### config.mk
export PLATFORM = sky130hd
export DESIGN_NAME = motor_fault_ctrl
export DESIGN_NICKNAME = d
export VERILOG_FILES = /design/src/logic/motor_fault_pkg.sv /design/src/logic/i2c_target.sv /design/src/logic/motor_fault_ctrl.sv
export SDC_FILE = /design/constraint.sdc
export NUM_CORES = 1
export LEC_CHECK = 0
export ABC_CLOCK_PERIOD_IN_PS = 2200
export BUFFER_PORTS_ARGS = -buffer_cell sky130_fd_sc_hd__buf_2
export CAP_MARGIN = 15
export CORE_ASPECT_RATIO = 1.1
export CORE_MARGIN = 2
export CORE_UTILIZATION = 54
export CTS_CLUSTER_SIZE = 40
export DETAILED_ROUTE_END_ITERATION = 8
export GPL_TIMING_DRIVEN = 0
export PLACE_DENSITY = 0.71
export SLEW_MARGIN = 0
export SYNTH_ARGS = -nofsm -noshare
export SYNTH_HDL_FRONTEND = slang
export SYNTH_SLANG_ARGS = --single-unit
### constraint.sdc
create_clock -name clk -period 2.2 [get_ports clk]
set_input_delay 0 -clock clk [delete_from_list [all_inputs] [get_ports clk]]
set_output_delay 0 -clock clk [all_outputs]
set_load 0.01 [all_outputs]
### src/logic/motor_fault_pkg.sv
// Constants and types of the motor supervisor.
`default_nettype none
package motor_fault_pkg;
  // ****************************************************************
  // Timing
  // ****************************************************************
  localparam int CLK_PERIOD_NS  = 10;
  localparam int WAKE_DELAY_NS  = 1000;
  localparam int SLEEP_ENTRY_NS = 1000;
  localparam int RETRY_NS       = 1000000;
  localparam int WAKE_CYC  = (WAKE_DELAY_NS + CLK_PERIOD_NS - 1) / CLK_PERIOD_NS;
  localparam int SLEEP_CYC = (SLEEP_ENTRY_NS + CLK_PERIOD_NS - 1) / CLK_PERIOD_NS;
  localparam int RETRY_CYC = (RETRY_NS + CLK_PERIOD_NS - 1) / CLK_PERIOD_NS;
  localparam int TMR_W     = 20;

  // ****************************************************************
  // Addressing and register layout
  // ****************************************************************
  localparam logic [6:0] ADDR_BASE   = 7'h30;
  localparam logic [7:0] REG_FAULT   = 8'h00;
  localparam logic [7:0] REG_CONFIG0 = 8'h09;
  localparam logic [7:0] REG_CONFIG3 = 8'h0c;
  localparam int FLT_ANY_BIT     = 7;
  localparam int FLT_OC_BIT      = 4;
  localparam int FLT_OV_BIT      = 3;
  localparam int FLT_OT_BIT      = 2;
  localparam int CFG0_OUT_EN_BIT = 7;
  localparam int CFG0_OVP_BIT    = 6;
  localparam int CFG0_CLR_BIT    = 1;
  localparam int CFG3_OC_SEL_BIT = 1;
  localparam int CFG3_OT_SEL_BIT = 0;
  localparam logic OUT_EN_RST = 1'b0;
  localparam logic OVP_EN_RST = 1'b1;
  localparam logic OC_SEL_RST = 1'b0;
  localparam logic OT_SEL_RST = 1'b0;
  localparam logic [3:0] BYTE_BITS = 4'h8;

  // ****************************************************************
  // Types
  // ****************************************************************
  typedef struct packed {
    logic [7:0] addr;
    logic [7:0] data;
  } reg_write_t;

  typedef struct packed {
    logic oc;    // Overcurrent trip
    logic hot;   // Junction too hot
    logic cool;  // Junction cooled
    logic ovd;   // Output above supply
    logic hc;    // Sleep brake high current
  } fault_in_t;

  typedef enum logic [2:0] {M_SLEEP, M_STANDBY, M_ACTIVE, M_FAULT} mode_t;
  typedef enum logic [3:0] {
    I_IDLE, I_ADDR, I_AACK, I_REG, I_RACK, I_DATA, I_DACK, I_TX, I_TXACK, I_TXLOAD
  } i2c_state_t;
endpackage : motor_fault_pkg
`default_nettype wire

### src/logic/i2c_target.sv
// Byte-level I2C target engine.
`default_nettype none
module i2c_target
  import motor_fault_pkg::*;
(
  input  wire logic       clk,       // System clock
  input  wire logic       srst,      // Synchronous reset
  input  wire logic       scl_s,     // Synchronised SCL
  input  wire logic       sda_s,     // Synchronised SDA
  input  wire logic [6:0] dev_addr,  // Own 7-bit address
  input  wire logic [7:0] rd_data,   // Read data for the pointer
  output logic            sda_oe,    // High while pulling SDA low
  output logic            sda_o,     // SDA drive value
  output reg_write_t      wr,        // Register write
  output logic            wr_valid,  // Write pulse
  output logic [7:0]      rd_addr    // Register pointer
);
  i2c_state_t st_q, st_d;
  logic [7:0] sh_q, sh_d, ptr_q, ptr_d, wd_q, wd_d;
  logic [3:0] cnt_q, cnt_d;
  logic       rw_q, rw_d, oe_q, oe_d, wv_q, wv_d, scl_p_q, sda_p_q;
  logic       rise, fall, start, stop;

  // Bus events
  assign rise  = scl_s & ~scl_p_q;
  assign fall  = ~scl_s & scl_p_q;
  assign start = scl_s & scl_p_q & sda_p_q & ~sda_s;
  assign stop  = scl_s & scl_p_q & ~sda_p_q & sda_s;

  // ****************************************************************
  // Transaction sequencer
  // ****************************************************************
  always_comb begin
    st_d  = st_q;
    sh_d  = sh_q;
    ptr_d = ptr_q;
    wd_d  = wd_q;
    cnt_d = cnt_q;
    rw_d  = rw_q;
    oe_d  = oe_q;
    wv_d  = 1'b0;
    if (stop) begin
      st_d = I_IDLE;
      oe_d = 1'b0;
    end else if (start) begin
      // Repeated START lands here too, keeping the pointer for a read
      st_d  = I_ADDR;
      cnt_d = 4'h0;
      oe_d  = 1'b0;
    end else if (rise) begin
      unique case (st_q)
        I_ADDR, I_REG, I_DATA: begin
          sh_d  = {sh_q[6:0], sda_s};
          cnt_d = cnt_q + 4'h1;
        end
        I_TXACK: st_d = sda_s ? I_IDLE : I_TXLOAD;
        default: ;
      endcase
    end else if (fall) begin
      unique case (st_q)
        I_ADDR: if (cnt_q == BYTE_BITS) begin
          // General call: address is never zero
          if (sh_q[7:1] == dev_addr) begin
            oe_d = 1'b1;
            rw_d = sh_q[0];
            st_d = I_AACK;
          end else begin
            st_d = I_IDLE;
          end
        end
        I_REG: if (cnt_q == BYTE_BITS) begin
          oe_d  = 1'b1;
          ptr_d = sh_q;
          st_d  = I_RACK;
        end
        I_DATA: if (cnt_q == BYTE_BITS) begin
          oe_d = 1'b1;
          wd_d = sh_q;
          wv_d = 1'b1;
          st_d = I_DACK;
        end
        I_AACK: begin
          cnt_d = 4'h0;
          if (rw_q) begin
            sh_d  = rd_data;
            oe_d  = ~rd_data[7];
            cnt_d = 4'h1;
            st_d  = I_TX;
          end else begin
            oe_d = 1'b0;
            st_d = I_REG;
          end
        end
        I_RACK, I_DACK: begin
          oe_d  = 1'b0;
          cnt_d = 4'h0;
          st_d  = I_DATA;
        end
        I_TX: if (cnt_q == BYTE_BITS) begin
          oe_d = 1'b0;
          st_d = I_TXACK;
        end else begin
          sh_d  = {sh_q[6:0], 1'b0};
          oe_d  = ~sh_q[6];
          cnt_d = cnt_q + 4'h1;
        end
        I_TXLOAD: begin
          sh_d  = rd_data;
          oe_d  = ~rd_data[7];
          cnt_d = 4'h1;
          st_d  = I_TX;
        end
        default: ;
      endcase
    end
  end

  always_ff @(posedge clk) begin
    if (srst) begin
      st_q    <= I_IDLE;
      sh_q    <= 8'h00;
      ptr_q   <= 8'h00;
      wd_q    <= 8'h00;
      cnt_q   <= 4'h0;
      rw_q    <= 1'b0;
      oe_q    <= 1'b0;
      wv_q    <= 1'b0;
      scl_p_q <= 1'b1;
      sda_p_q <= 1'b1;
    end else begin
      st_q    <= st_d;
      sh_q    <= sh_d;
      ptr_q   <= ptr_d;
      wd_q    <= wd_d;
      cnt_q   <= cnt_d;
      rw_q    <= rw_d;
      oe_q    <= oe_d;
      wv_q    <= wv_d;
      scl_p_q <= scl_s;
      sda_p_q <= sda_s;
    end
  end

  assign sda_oe   = oe_q;
  assign sda_o    = 1'b0;  // Open drain: only ever pulls low
  assign wr       = '{addr: ptr_q, data: wd_q};
  assign wr_valid = wv_q;
  assign rd_addr  = ptr_q;
endmodule : i2c_target
`default_nettype wire

### src/logic/motor_fault_ctrl.sv
// Mode, fault and I2C port of the H-bridge driver.
`default_nettype none
// Contract
// - Hi-Z output above supply brakes on both low sides.
// - Brake enable set at power-up; software may clear it.
// - Brake enable survives sleep.
// - Sleep brake: high current turns low sides off.
// - Fault pin released after power-up, low on fault.
// - Active once awake and output enable set.
// - Sleep input low for entry delay: sleep, hi-Z.
// - Wake only after sleep input high past wake delay.
// - Fault disables bridge until recovery.
// - Overcurrent: select 1 retries, else waits for clear.
// - Overtemp: select 0 latches; 1 resumes when cooled.
// - Target only; general call is never acknowledged.
// - Address is base plus 3 x upper plus lower strap.
// - Strap levels sampled once at power-up only.
// - Write: address, register, data, each acked, STOP.
// - Read: pointer write, repeated START, one byte, NACK, STOP.
// - Retry follows controls; persistent trip repeats.
module motor_fault_ctrl
  import motor_fault_pkg::*;
#(
  parameter int RETRY_CYCLES = RETRY_CYC  // Overcurrent retry interval
) (
  input  wire logic       clk,                // System clock
  input  wire logic       srst,               // Power-up reset
  input  wire logic       scl_i,              // SCL pin level
  input  wire logic       sda_i,              // SDA pin level
  output logic            sda_o,              // SDA drive value
  output logic            sda_oe,             // SDA pull-down enable
  input  wire logic       sleep_in_n,         // Sleep request, low active
  input  wire logic       supply_low_lockout, // Supply below lockout
  input  wire logic       overcurrent_trip,   // Overcurrent detected
  input  wire logic       overtemp_trip,      // Junction too hot
  input  wire logic       overtemp_cool,      // Junction below hysteresis
  input  wire logic       overvolt_detect,    // Output above supply margin
  input  wire logic       sleep_high_current, // Brake current too high
  input  wire logic [1:0] addr_strap_upper,   // Upper strap level
  input  wire logic [1:0] addr_strap_lower,   // Lower strap level
  output logic            fault_out_n_o,      // Fault pin drive value
  output logic            fault_out_n_oe,     // Fault pin pull-down enable
  output logic            bridge_enable,      // H-bridge operating
  output logic            low_side_brake,     // Both low sides on
  output logic            sleep_active        // In low-power sleep
);
  // Strap code: low, open, high count 0, 1, 2
  function automatic logic [3:0] strap_code(input logic [1:0] up, input logic [1:0] lo);
    strap_code = {1'b0, up, 1'b0} + {2'b00, up} + {2'b00, lo};
  endfunction : strap_code

  // ****************************************************************
  // Input synchronisers
  // ****************************************************************
  localparam int NSYNC = 13;
  logic [NSYNC-1:0] sync1_q, sync2_q;
  logic       scl_s, sda_s, slp_n_s, supply_low_lockout_s;
  logic [1:0] up_s, lo_s;
  fault_in_t  fin;

  always_ff @(posedge clk) begin
    sync1_q <= {scl_i, sda_i, sleep_in_n, supply_low_lockout, overcurrent_trip,
                overtemp_trip, overtemp_cool, overvolt_detect, sleep_high_current,
                addr_strap_upper, addr_strap_lower};
    sync2_q <= sync1_q;
  end
  assign {scl_s, sda_s, slp_n_s, supply_low_lockout_s, fin, up_s, lo_s} = sync2_q;

  // Lockout resets mode, status and registers as power-up does, but not strap capture or the fault pin
  logic hard_rst;
  assign hard_rst = srst | supply_low_lockout_s;

  // ****************************************************************
  // Strap capture
  // ****************************************************************
  logic [1:0] strap_cnt_q, strap_cnt_d;
  logic       strap_done_q, strap_done_d;
  logic [6:0] dev_addr_q, dev_addr_d;

  // Freeze address after synchroniser settles
  always_comb begin
    strap_cnt_d  = strap_cnt_q;
    strap_done_d = strap_done_q;
    dev_addr_d   = dev_addr_q;
    if (!strap_done_q) begin
      strap_cnt_d = strap_cnt_q + 2'h1;
      if (strap_cnt_q == 2'h3) begin
        dev_addr_d   = ADDR_BASE + {3'h0, strap_code(up_s, lo_s)};
        strap_done_d = 1'b1;
      end
    end
  end

  always_ff @(posedge clk) begin
    if (srst) begin
      strap_cnt_q  <= 2'h0;
      strap_done_q <= 1'b0;
      dev_addr_q   <= ADDR_BASE;
    end else begin
      strap_cnt_q  <= strap_cnt_d;
      strap_done_q <= strap_done_d;
      dev_addr_q   <= dev_addr_d;
    end
  end

  // ****************************************************************
  // I2C target and register file
  // ****************************************************************
  mode_t      mode_q, mode_d;
  reg_write_t wr;
  logic       wr_valid, i2c_rst;
  logic [7:0] rd_addr, rd_data;
  logic       out_en_q, out_en_d, ovp_en_q, ovp_en_d, oc_sel_q, oc_sel_d;
  logic       ot_sel_q, ot_sel_d, clr_q, clr_d;
  logic       oc_stat_q, oc_stat_d, ot_stat_q, ot_stat_d, ov_stat_q, ov_stat_d;

  // Sleep also resets the interface
  assign i2c_rst = hard_rst | (mode_q == M_SLEEP);

  i2c_target u_i2c (
    .clk      (clk),
    .srst     (i2c_rst),
    .scl_s    (scl_s),
    .sda_s    (sda_s),
    .dev_addr (dev_addr_q),
    .rd_data  (rd_data),
    .sda_oe   (sda_oe),
    .sda_o    (sda_o),
    .wr       (wr),
    .wr_valid (wr_valid),
    .rd_addr  (rd_addr)
  );

  // Read view; unmapped pointers read zero
  always_comb begin
    rd_data = 8'h00;
    unique case (rd_addr)
      REG_FAULT: begin
        rd_data[FLT_ANY_BIT] = (mode_q == M_FAULT);
        rd_data[FLT_OC_BIT]  = oc_stat_q;
        rd_data[FLT_OV_BIT]  = ov_stat_q;
        rd_data[FLT_OT_BIT]  = ot_stat_q;
      end
      REG_CONFIG0: begin
        rd_data[CFG0_OUT_EN_BIT] = out_en_q;
        rd_data[CFG0_OVP_BIT]    = ovp_en_q;
      end
      REG_CONFIG3: begin
        rd_data[CFG3_OC_SEL_BIT] = oc_sel_q;
        rd_data[CFG3_OT_SEL_BIT] = ot_sel_q;
      end
      default: ;
    endcase
  end

  // Register writes; clear is a pulse
  always_comb begin
    out_en_d = out_en_q;
    ovp_en_d = ovp_en_q;
    oc_sel_d = oc_sel_q;
    ot_sel_d = ot_sel_q;
    clr_d    = 1'b0;
    if (wr_valid && wr.addr == REG_CONFIG0) begin
      out_en_d = wr.data[CFG0_OUT_EN_BIT];
      ovp_en_d = wr.data[CFG0_OVP_BIT];
      clr_d    = wr.data[CFG0_CLR_BIT];
    end else if (wr_valid && wr.addr == REG_CONFIG3) begin
      oc_sel_d = wr.data[CFG3_OC_SEL_BIT];
      ot_sel_d = wr.data[CFG3_OT_SEL_BIT];
    end
  end

  // Brake enable only resets on power-up or lockout, not on sleep
  always_ff @(posedge clk) begin
    if (hard_rst) begin
      ovp_en_q <= OVP_EN_RST;
    end else begin
      ovp_en_q <= ovp_en_d;
    end
    if (i2c_rst) begin
      out_en_q <= OUT_EN_RST;
      oc_sel_q <= OC_SEL_RST;
      ot_sel_q <= OT_SEL_RST;
      clr_q    <= 1'b0;
    end else begin
      out_en_q <= out_en_d;
      oc_sel_q <= oc_sel_d;
      ot_sel_q <= ot_sel_d;
      clr_q    <= clr_d;
    end
  end

  // ****************************************************************
  // Mode sequencer
  // ****************************************************************
  logic [TMR_W-1:0] tmr_q, tmr_d, rty_q, rty_d;
  logic             oc_cause_q, oc_cause_d, ot_cause_q, ot_cause_d;
  logic             oc_ok, ot_ok, hiz, hc_trip_q, hc_trip_d;

  // Per-cause recovery
  assign oc_ok = !oc_cause_q || (oc_sel_q ? (rty_q == TMR_W'(RETRY_CYCLES - 1)) : clr_q);
  assign ot_ok = !ot_cause_q || (!fin.hot && (ot_sel_q ? fin.cool : clr_q));
  assign hiz   = (mode_q != M_ACTIVE);

  always_comb begin
    mode_d     = mode_q;
    tmr_d      = tmr_q;
    rty_d      = rty_q;
    oc_cause_d = oc_cause_q;
    ot_cause_d = ot_cause_q;
    unique case (mode_q)
      M_SLEEP: begin
        oc_cause_d = 1'b0;
        ot_cause_d = 1'b0;
        if (slp_n_s) begin
          tmr_d = tmr_q + TMR_W'(1);
          if (tmr_q == TMR_W'(WAKE_CYC)) begin
            mode_d = M_STANDBY;
            tmr_d  = '0;
          end
        end else begin
          tmr_d = '0;
        end
      end
      M_STANDBY: if (out_en_q) mode_d = M_ACTIVE;
      M_ACTIVE: begin
        if (fin.oc || fin.hot) begin
          mode_d     = M_FAULT;
          oc_cause_d = fin.oc;
          ot_cause_d = fin.hot;
          rty_d      = '0;
        end else if (!out_en_q) begin
          mode_d = M_STANDBY;
        end
      end
      M_FAULT: begin
        rty_d = (oc_cause_q && oc_sel_q) ? rty_q + TMR_W'(1) : '0;
        if (fin.hot) ot_cause_d = 1'b1;
        if (oc_ok && ot_ok && !fin.hot) begin
          // Persisting trip faults again
          mode_d     = out_en_q ? M_ACTIVE : M_STANDBY;
          oc_cause_d = 1'b0;
          ot_cause_d = 1'b0;
        end
      end
    endcase
    // Sleep entry wins
    if (mode_q != M_SLEEP) begin
      if (slp_n_s) begin
        tmr_d = '0;
      end else if (tmr_q == TMR_W'(SLEEP_CYC - 1)) begin
        mode_d = M_SLEEP;
        tmr_d  = '0;
      end else begin
        tmr_d = tmr_q + TMR_W'(1);
      end
    end
  end

  // Sticky overcurrent and overtemp status; set beats clear
  always_comb begin
    oc_stat_d = (oc_stat_q && !clr_q) || (mode_q == M_ACTIVE && fin.oc);
    ot_stat_d = (ot_stat_q && !clr_q) || (mode_q != M_SLEEP && fin.hot);
    ov_stat_d = hiz && fin.ovd;
    hc_trip_d = fin.ovd && (hc_trip_q || (mode_q == M_SLEEP && fin.hc));
  end

  always_ff @(posedge clk) begin
    if (hard_rst) begin
      mode_q     <= M_SLEEP;
      tmr_q      <= '0;
      rty_q      <= '0;
      oc_cause_q <= 1'b0;
      ot_cause_q <= 1'b0;
      oc_stat_q  <= 1'b0;
      ot_stat_q  <= 1'b0;
      ov_stat_q  <= 1'b0;
      hc_trip_q  <= 1'b0;
    end else begin
      mode_q     <= mode_d;
      tmr_q      <= tmr_d;
      rty_q      <= rty_d;
      oc_cause_q <= oc_cause_d;
      ot_cause_q <= ot_cause_d;
      oc_stat_q  <= (mode_q == M_SLEEP) ? 1'b0 : oc_stat_d;
      ot_stat_q  <= (mode_q == M_SLEEP) ? 1'b0 : ot_stat_d;
      ov_stat_q  <= ov_stat_d;
      hc_trip_q  <= hc_trip_d;
    end
  end

  // ****************************************************************
  // Pin outputs
  // ****************************************************************
  logic brake_d, flt_oe_d;

  // Next mode, so brake never overlaps bridge turn-on
  always_comb begin
    brake_d  = (mode_d != M_ACTIVE) && ovp_en_q && fin.ovd && !hc_trip_q
               && !(mode_q == M_SLEEP && fin.hc);
    flt_oe_d = (mode_d == M_FAULT) || supply_low_lockout_s;
  end

  // Only power-up reset here, so lockout can still pull the fault pin
  always_ff @(posedge clk) begin
    if (srst) begin
      fault_out_n_oe <= 1'b0;
      fault_out_n_o  <= 1'b1;
      bridge_enable  <= 1'b0;
      low_side_brake <= 1'b0;
      sleep_active   <= 1'b1;
    end else begin
      fault_out_n_oe <= flt_oe_d;
      fault_out_n_o  <= ~flt_oe_d;
      bridge_enable  <= !hard_rst && (mode_d == M_ACTIVE);
      low_side_brake <= !hard_rst && brake_d;
      sleep_active   <= hard_rst || (mode_d == M_SLEEP);
    end
  end
endmodule : motor_fault_ctrl
`default_nettype wire

==> impl_metrics.ini, run 1 <==
[yosys]
syn_nets = 654
synth_seq_cells = 125
synth.cell_area_mm2 = 0.00564
synth_top_family_by_area = simple AND/OR/NAND/NOR gates
synth_xor_area_frac = 0.0512
postSynthAreaPerCell_um2 = 9.01
synth.largest_area_cell = dfxtp_1
synth-edff-count = 0
yosysSeqAreaShare = 0.444
synth.distinct_cells = 78
synth_area_leaders = dfxtp_1, nor2_1, xor2_1
async_flop_share = 0
synth_fa_ha_area_frac = 0.0315
synth_top_area_share = 0.444
synthSimpleGateAreaFrac = 0.261
syn-instance-count = 626
post_synth_mux_area_share = 0.0377
synth-main-ff-cell = dfxtp_1
yosys_warnings = 0
synth_compound_area_frac = 0.136

[setup_path]
timing.rr.start = rty_q[1]
cp-end-kind = register
reg2reg_depth = 7
r2r_slack_ps = 90
required_ps = 2510
r2r-end = fault_out_n_oe
critPathKind = reg -> reg
worst-path-max-fanout = 6
arrival_ps = 2420
worstSetupStartpointType = register

[grt]
grt_start_max_net_pins = 17
grt_use_total = 0.229
antenna_found_initial = 0
grt_pass1_vias = 4420
grt_pass1_wl_mm = 20.3
grt_overflow = 0

[layout]
antenna_cells = 0
nets = 706
drive_gt1_frac = 0.151
final_area_mm2 = 0.00665
area_growth_pct = 17.8

[route]
wl_mm = 12.0
routedWlPerCell_um = 14.4
drc = 0
dr.pass1.iters = 4
via_per_inst = 5.51
vias = 4588
drtAntennaViolNets = 0
drt_iter0_drc = 153

[place]
placed_area_mm2 = 0.00592
gp_congestion = 0.932
dpl.hpwl_mm = 8.56
pre_cts_slack_ps = -57.8
numPortBuffers = 20

[floorplan]
initial_core_util = 0.548
die-area_mm2 = 0.0113
core_area_mm2 = 0.0103
row_count = 39
ioPinCount = 22
dieWidth_um = 101
die_h_um = 111

[pwr]
internal_power_mw = 4.06
p_sw_mw = 1.07
totalPowerFinal_mw = 5.13
p_leak_nw = 2.40
power_frac_comb = 0.028
swShare = 0.208
seqPwrFrac = 0.457
clockPowerShare = 0.515
ir_drop_uv = 624
power.density_mw_per_mm2 = 772

[worst_hold_path]
hp-start = srst
hold_end = strap_cnt_q[1]
hold_path_depth = 3
hp-class = in -> reg

[clock_network]
clkTransAtPathRegs_ps = 50
cts_tree = done
htree_levels = 4
cts_buffer_depth = 2
clock_latency_ps = 410
clock_sinks = 125
cts_root_buf = clkbuf_16
cts_buffers = 17

[status]
status = completed

[timing]
fmax_mhz = 473
fin_crit_sh = 0.960
period_needed_ps = 2110
slew_violations = 0
tightest_slew_ps = 728
slew_headroom = 0.512
fin_ws_ps = 87.4
hold_violations = 0
setup_viol = 0
fin_skew_ps = 11.4

[flow_run]
maxCapViolations = 0
[area by class of cell]
class	instances	area, um^2
Timing Repair Buffer	35	245
Fill cell	857	3650
Inverter	14	52.6
Sequential cell	125	2500
Buffer	23	160
Multi-Input combinational cell	462	2940
Clock buffer	19	443
Clock inverter	12	123
Tap cell	143	179
[metrics by stage]
step                setup TNS (ps)  hold slack, ps  std cells   util
floorplan                        0            27.7        626      -
global placement             -55.8             102        789  0.575
detailed placement            -120             104        789  0.575
CTS                              0            40.6        832  0.642
global route                 -12.9            79.3        833  0.645
finish                           0            56.5        833  0.645
[worst max-delay path, cell delays in order, from the launching register on]
cell and delay (ps):
dfxtp_1 430, ha_2 290, nand3_1 130, o221ai_1 180, o211ai_1 230, o311ai_2 430
nor3_2 110, o21ba_2 210
[kinds of logic after synthesis]
family                   Yosys count
other                              1
buffers and inverters             39
AO/OA/AOI/OAI                    115
flip-flops                       125
AND/OR/NAND/NOR                  279
multiplexers                      21
adder cells (fa/ha/maj)           13
XOR/XNOR                          33
[layer usage]
metal | GRT usage | wire [um] | vias to the layer above
met4 | 0.111 | 274 | 0
li1 | - | - | 2311
met5 | 0 | 0 | -
met2 | 0.369 | 6010 | 92
met3 | 0.0605 | 389 | 27
met1 | 0.280 | 5330 | 2158
[worst max path at each step]
stage	end	start	slack [ps]
after floorplan	u_i2c.cnt_q[0]	u_i2c.cnt_q[0]	140
after global placement	u_i2c.cnt_q[0]	u_i2c.cnt_q[0]	-30
after detailed placement	u_i2c.cnt_q[1]	u_i2c.cnt_q[0]	-60
after CTS	u_i2c.cnt_q[1]	u_i2c.cnt_q[0]	8
after global routing	u_i2c.rd_addr[5]	u_i2c.scl_p_q	-10
final	fault_out_n_oe	rty_q[1]	90
[sequential cells by signal (all words and copies together), names as in the netlist, 2 cells and up]
| name | count |
|---|---|
| tmr_q | 20 |
| dev_addr_q | 4 |
| mode_q | 3 |
| strap_cnt_q | 2 |
| u_i2c.rd_addr | 8 |
| rty_q | 20 |
| sync2_q | 13 |
| sync1_q | 13 |
| u_i2c.st_q | 4 |
| u_i2c.sh_q | 8 |
| u_i2c.cnt_q | 4 |
| u_i2c.wd_q | 4 |
[what timing repair did]
action | CTS | global route
pin swaps | 0 | 3
hold endpoints to repair | 13 | 0
gates cloned | 0 | 0
gates resized for setup | 0 | 11
hold buffers | 13 | 0
setup endpoints to repair | 5 | 29
buffers inserted | 0 | 2
[cells in the mapped netlist (11+ instances only)]
library cell / n
a211oi_1: 11
a21oi_1: 35
dfxtp_1: 125
ha_1: 11
inv_1: 14
mux2i_1: 19
nand2_1: 51
nand3_1: 26
nand4_1: 13
nor2_1: 95
nor3_1: 12
o21ai_0: 19
xor2_1: 25
[power groups by stage]
stage | sequential [mW] | clock, mW | combinational, mW
floorplan | 2.38 | 0 | 0.0905
global placement | 2.39 | 0 | 0.124
detailed placement | 2.39 | 0 | 0.129
CTS | 2.34 | 2.69 | 0.149
global route | 2.35 | 2.81 | 0.165
finish | 2.34 | 2.64 | 0.144
[cells in the final DEF (no fill, tap or decap), types with 6 or more instances in the layout]
cell type and n:
dfxtp_1 123, nor2_1 95, nand2_1 51, a21oi_1 35, buf_2 27, nand3_1 26
xor2_1 25, o21ai_0 19, mux2i_1 19, clkbuf_16 17, inv_1 14, nand4_1 13
dlygate4sd3_1 13, nor3_1 12, a211oi_1 10, ha_1 10, nand2b_1 9, a22oi_1 8
xnor2_1 8, and3_1 7, and4_1 7, clkbuf_1 6, or3_1 6, nor2b_1 6
clkinv_2 6
No activity file was read; power rests on OpenSTA's default activity.
==> run 2: changes to the inputs <==
CORE_ASPECT_RATIO = unset   (was 1.1)
==> impl_metrics.ini, run 2 (synthesized netlist as in run 1, its figures left out) <==
[status]
status = completed

[setup_path]
arrival_ps = 2560
crit_path_max_incr_delay_ps = 360
worstSetupStartpointType = register
crit_slowest_cell = dfxtp_1
crit_family = simple AND/OR/NAND/NOR gates
worst-path-max-fanout = 7
cp_num_buf_inv = 1
cp-end-kind = register
critPathKind = reg -> reg
required_ps = 2660
crit_path_cell_trace = inv_1 -> ha_1 -> and3b_2 -> or3_1 -> a221o_1 -> nand3_2 -> mux2_2 -> nor2_1

[floorplan]
die-area_mm2 = 0.0113
ioPinCount = 22
core_area_mm2 = 0.0102
die_h_um = 106
dieWidth_um = 106
initial_core_util = 0.551
row_count = 37

[route]
dr.pass1.iters = 5
via_per_inst = 5.63
routedWlPerCell_um = 15.1
drt_iter0_drc = 243
wl_mm = 12.5
vias = 4648
drtAntennaViolNets = 0
drc = 0

[grt]
antenna_found_initial = 0
grt_pass1_wl_mm = 20.7
grt_overflow = 0
grt_start_max_net_pins = 17
grt_use_total = 0.233
grt_pass1_vias = 4396

[timing]
slew_violations = 0
rsz0062_at_grt = no
setup_viol = 0
setup-tns-final_ps = 0
hold_violations = 0
slew_headroom = 0.537
fin_crit_sh = 0.954
tightest_slew_ps = 691
fmax_mhz = 476
period_needed_ps = 2100
fin_skew_ps = 5.88

[layout]
layout_commonest_cell = dfxtp_1
largest_registers = rty_q: 20 flops, tmr_q: 20 flops
drive_gt1_frac = 0.154
mostFrequentLayoutCells = dfxtp_1, nor2_1, nand2_1, a21oi_1, buf_2
fin_cells = 826
antenna_cells = 0
final_area_mm2 = 0.00666
nets = 705
area_growth_pct = 18.0

[pwr]
ir_drop_uv = 742
p_leak_nw = 2.41
power.density_mw_per_mm2 = 771

[place]
gp_congestion = 0.936
dpl.hpwl_mm = 8.73
placed_area_mm2 = 0.00591
numPortBuffers = 20
dp_cells = 782

[worst_hold_path]
hp-class = in -> reg

[clock_network]
cts_buffer_depth = 2
post_cts_buffers = 0
clkTransAtPathRegs_ps = 60
cts_tree = done
clock_sinks = 125
cts_root_buf = clkbuf_8
htree_levels = 4
cts_buffers = 17
clock_latency_ps = 530

[flow_run]
maxCapViolations = 0
[run 2: changes by cell type in the layout (fill, tap and decap cells not counted), sizes merged]
cell         change
bufinv           -1
clkbuf           -3
dlygate4sd3      +1
inv              +7
buf              -1
clkinv           -1
clkinvlp         -2
[run 2: report_power, final]
part | internal, mW | switching, mW
Combinational | 0.0743 | 0.0726
Sequential | 2.31 | 0.0308
Clock | 1.54 | 1.11
Total | 3.92 | 1.21
[run 2: area by class of cell]
type / count / area (um^2)
Clock inverter: 15 / 154
Buffer: 23 / 160
Sequential cell: 125 / 2500
Fill cell: 847 / 3580
Clock buffer: 17 / 414
Multi-Input combinational cell: 462 / 2960
Tap cell: 136 / 170
Inverter: 14 / 52.6
Timing Repair Buffer: 34 / 240
[run 2: path summary, 6_finish.rpt]
path / from / endpoint / slack (ps) / depth (start not counted)
worst max-delay path: u_i2c.cnt_q[1] / u_i2c.cnt_q[0] / 100 / 8
worst min-delay path: overvolt_detect / sync1_q[5] / 100 / 2
worst max register to register: u_i2c.cnt_q[1] / u_i2c.cnt_q[0] / 100 / 8
worst min register to register: sync1_q[2] / sync2_q[2] / 330 / 0
[run 2: repair_timing]
item	in CTS	in global routing
hold buffers	14	0
pin swaps	0	2
hold endpoints to repair	20	0
resized for setup	0	15
setup endpoints to repair	7	46
[run 2: metrics by stage]
step	worst slack, ps	utilization	power (mW)	hold WS [ps]
global route	3.61	0.650	5.30	80.3
CTS	15.9	0.647	5.19	71.2
global placement	-24.7	0.578	2.51	102
floorplan	142	-	2.47	27.7
detailed placement	-28.7	0.578	2.52	104
finish	101	0.650	5.13	101
[run 2: per-layer routing]
| metal | wire length, um | share of wire | GRT usage |
|---|---|---|---|
| met3 | 406 | 0.033 | 0.0650 |
| met4 | 244 | 0.020 | 0.0874 |
| met1 | 5690 | 0.46 | 0.284 |
| met2 | 6120 | 0.49 | 0.390 |
| met5 | 0 | 0 | 0 |
==> run 3: changes to the inputs <==
ABC_AREA = 1   (was unset)
==> impl_metrics.ini, run 3 <==
[status]
status = completed

[grt]
use_met1 = 0.296
gr-max-usage-layer = met2
grt_start_max_net_pins = 17
grt_pass1_wl_mm = 21.0
grt_use_total = 0.233
grt_util_met2 = 0.379
grt_pass1_vias = 4754
antenna_found_initial = 0
met3_usage = 0.0486
grt_overflow = 0

[route]
dr.pass1.iters = 5
routedWlPerCell_um = 12.9
drc = 0
wl_mm = 12.4
drt_iter0_drc = 372
drtAntennaViolNets = 0
via_per_inst = 5.24
vias = 5037

[setup_path]
critPathCapture = u_i2c.rd_addr[6]
worstSetupStartpointType = register
arrival_ps = 2450
cp_num_buf_inv = 4
required_ps = 2650
timing.rr.start = u_i2c.cnt_q[0]
crit_path_max_incr_delay_ps = 340
crit_path_cell_trace = inv_1 -> ha_1 -> nand2_1 -> nor2_2 -> inv_2 -> nor2_1 -> inv_1 -> nor3_4 -> buf_4 -> nor2_1 -> a211oi_2
crit_cells = 11
r2r-end = u_i2c.rd_addr[6]
critPathLaunch = u_i2c.cnt_q[0]
worst-path-max-fanout = 10
r2r_slack_ps = 190
critPathKind = reg -> reg
cp-end-kind = register
reg2reg_depth = 11
crit_family = simple AND/OR/NAND/NOR gates
crit_slowest_cell = dfxtp_1

[timing]
setup_viol = 0
fin_ws_ps = 193
fin_skew_ps = 9.29
fmax_mhz = 498
tightest_slew_ps = 523
setup-tns-final_ps = 0
slew_violations = 0
fin_crit_sh = 0.912
rsz0062_at_grt = no
period_needed_ps = 2010
slew_headroom = 0.648
hold_violations = 0

[yosys]
yosysMostFrequentCell = dfxtp_1
yosysSeqAreaShare = 0.436
synth_area_leaders = dfxtp_1, nor2_1, nand2_1
synth.cell_area_mm2 = 0.00574
yosys_warnings = 0
synth_compound_area_frac = 0.128
synth_top_area_share = 0.436
synth.largest_area_cell = dfxtp_1
syn_nets = 788
netlist_top_cells_count = dfxtp_1, nor2_1, nand2_1
synth-main-ff-cell = dfxtp_1
post_synth_mux_area_share = 0
postSynthAreaPerCell_um2 = 7.55
synth.distinct_cells = 48
synth_top_family_by_area = simple AND/OR/NAND/NOR gates
synth_fa_ha_area_frac = 0.0310
synth_seq_cells = 125
async_flop_share = 0
synthSimpleGateAreaFrac = 0.295
syn-instance-count = 760
synth-edff-count = 0
synth_xor_area_frac = 0.0229

[clock_network]
clock_sinks = 125
post_cts_buffers = 0
cts_buffer_depth = 2
cts_tree = done
cts_buffers = 17
cts_root_buf = clkbuf_8
clock_latency_ps = 530
htree_levels = 4
clkTransAtPathRegs_ps = 60
post_cts_resize_count = 0

[place]
gp_congestion = 0.858
numPortBuffers = 20
pre_cts_slack_ps = 229
dp_cells = 916
dpl.hpwl_mm = 8.96

[layout]
fin_util = 0.652
area_growth_pct = 17.3
layout_commonest_cell = dfxtp_1
fin_cells = 961
nets = 841
largest_registers = rty_q: 20 flops, tmr_q: 20 flops
mostFrequentLayoutCells = dfxtp_1, nor2_1, nand2_1, inv_1, a21oi_1
antenna_cells = 0
drive_gt1_frac = 0.150

[floorplan]
ioPinCount = 22
die_h_um = 107
initial_core_util = 0.556
dieWidth_um = 107
die-area_mm2 = 0.0115
row_count = 37
core_area_mm2 = 0.0103

[worst_hold_path]
hold_path_depth = 2
hp-class = in -> reg

[flow_run]
maxCapViolations = 0

[pwr]
p_leak_nw = 2.68
power.density_mw_per_mm2 = 779
ir_drop_uv = 671
-- run 3: cell types whose count changed in the layout (fill, tap and decap cells not counted), moves of 7 or more --
cell	delta
nand2_2	+8
inv_1	+85
nor2_2	+10
nand2_1	+66
and4_1	-7
mux2i_1	-19
nor2_1	+23
a21oi_1	+21
nor3_1	+13
o21ai_0	+16
nand2b_1	-9
a22oi_1	-8
inv_2	+13
xor2_1	-14
-- run 3: worst min-delay path by stage --
stage | startpoint | end | slack (ps)
6_report | sleep_high_current | sync1_q[4] | 100
4_1_cts | overtemp_trip | sync1_q[7] | 80
3_5_place_dp | sleep_in_n | sync1_q[10] | 100
3_3_place_gp | scl_i | sync1_q[12] | 100
5_1_grt | addr_strap_lower[0] | sync1_q[0] | 90
2_1_floorplan | addr_strap_lower[0] | sync1_q[0] | 30
-- run 3: area by class of cell --
| type | count | area, um^2 |
|---|---|---|
| plain buffers | 12 | 70.1 |
| clock buffers | 20 | 445 |
| clock inverters | 11 | 135 |
| fillers | 875 | 3600 |
| inverters | 112 | 420 |
| multi-input cells | 511 | 2740 |
| flip-flops and latches | 125 | 2500 |
| well taps | 136 | 170 |
| repair buffers | 34 | 240 |
-- run 3: cells by family after synthesis --
| group | Yosys count |
|---|---|
| AND/OR/NAND/NOR | 354 |
| AO/OA/AOI/OAI | 128 |
| flip-flops | 125 |
| buffers and inverters | 124 |
| XOR/XNOR | 15 |
| adder cells (fa/ha/maj) | 13 |
| other | 1 |
-- run 3: where the power goes --
part | total, mW | internal, mW | switching (mW)
Clock | 2.72 | 1.68 | 1.04
Combinational | 0.178 | 0.0762 | 0.102
Sequential | 2.35 | 2.32 | 0.0285
Total | 5.24 | 4.07 | 1.17
-- run 3: repair_timing --
action / in CTS / in global routing
hold buffers: 14 / 0
endpoints found under the hold margin: 29 / 0
setup endpoints to repair: 0 / 0
-- run 3: layer usage --
metal | vias up | routed length, um
met5 | - | 0
met4 | 0 | 198
met3 | 21 | 545
met2 | 126 | 5810
met1 | 2307 | 5820
li1 | 2583 | -
-- run 3: stage by stage --
stage	hold WS, ps	cell area [um^2]	total power [mW]
4_1_cts	77.8	6730	5.28
5_1_grt	93.4	6730	5.42
3_5_place_dp	104	6010	2.55
3_3_place_gp	102	6010	2.54
6_report	105	6730	5.24
2_1_floorplan	27.7	5740	2.49
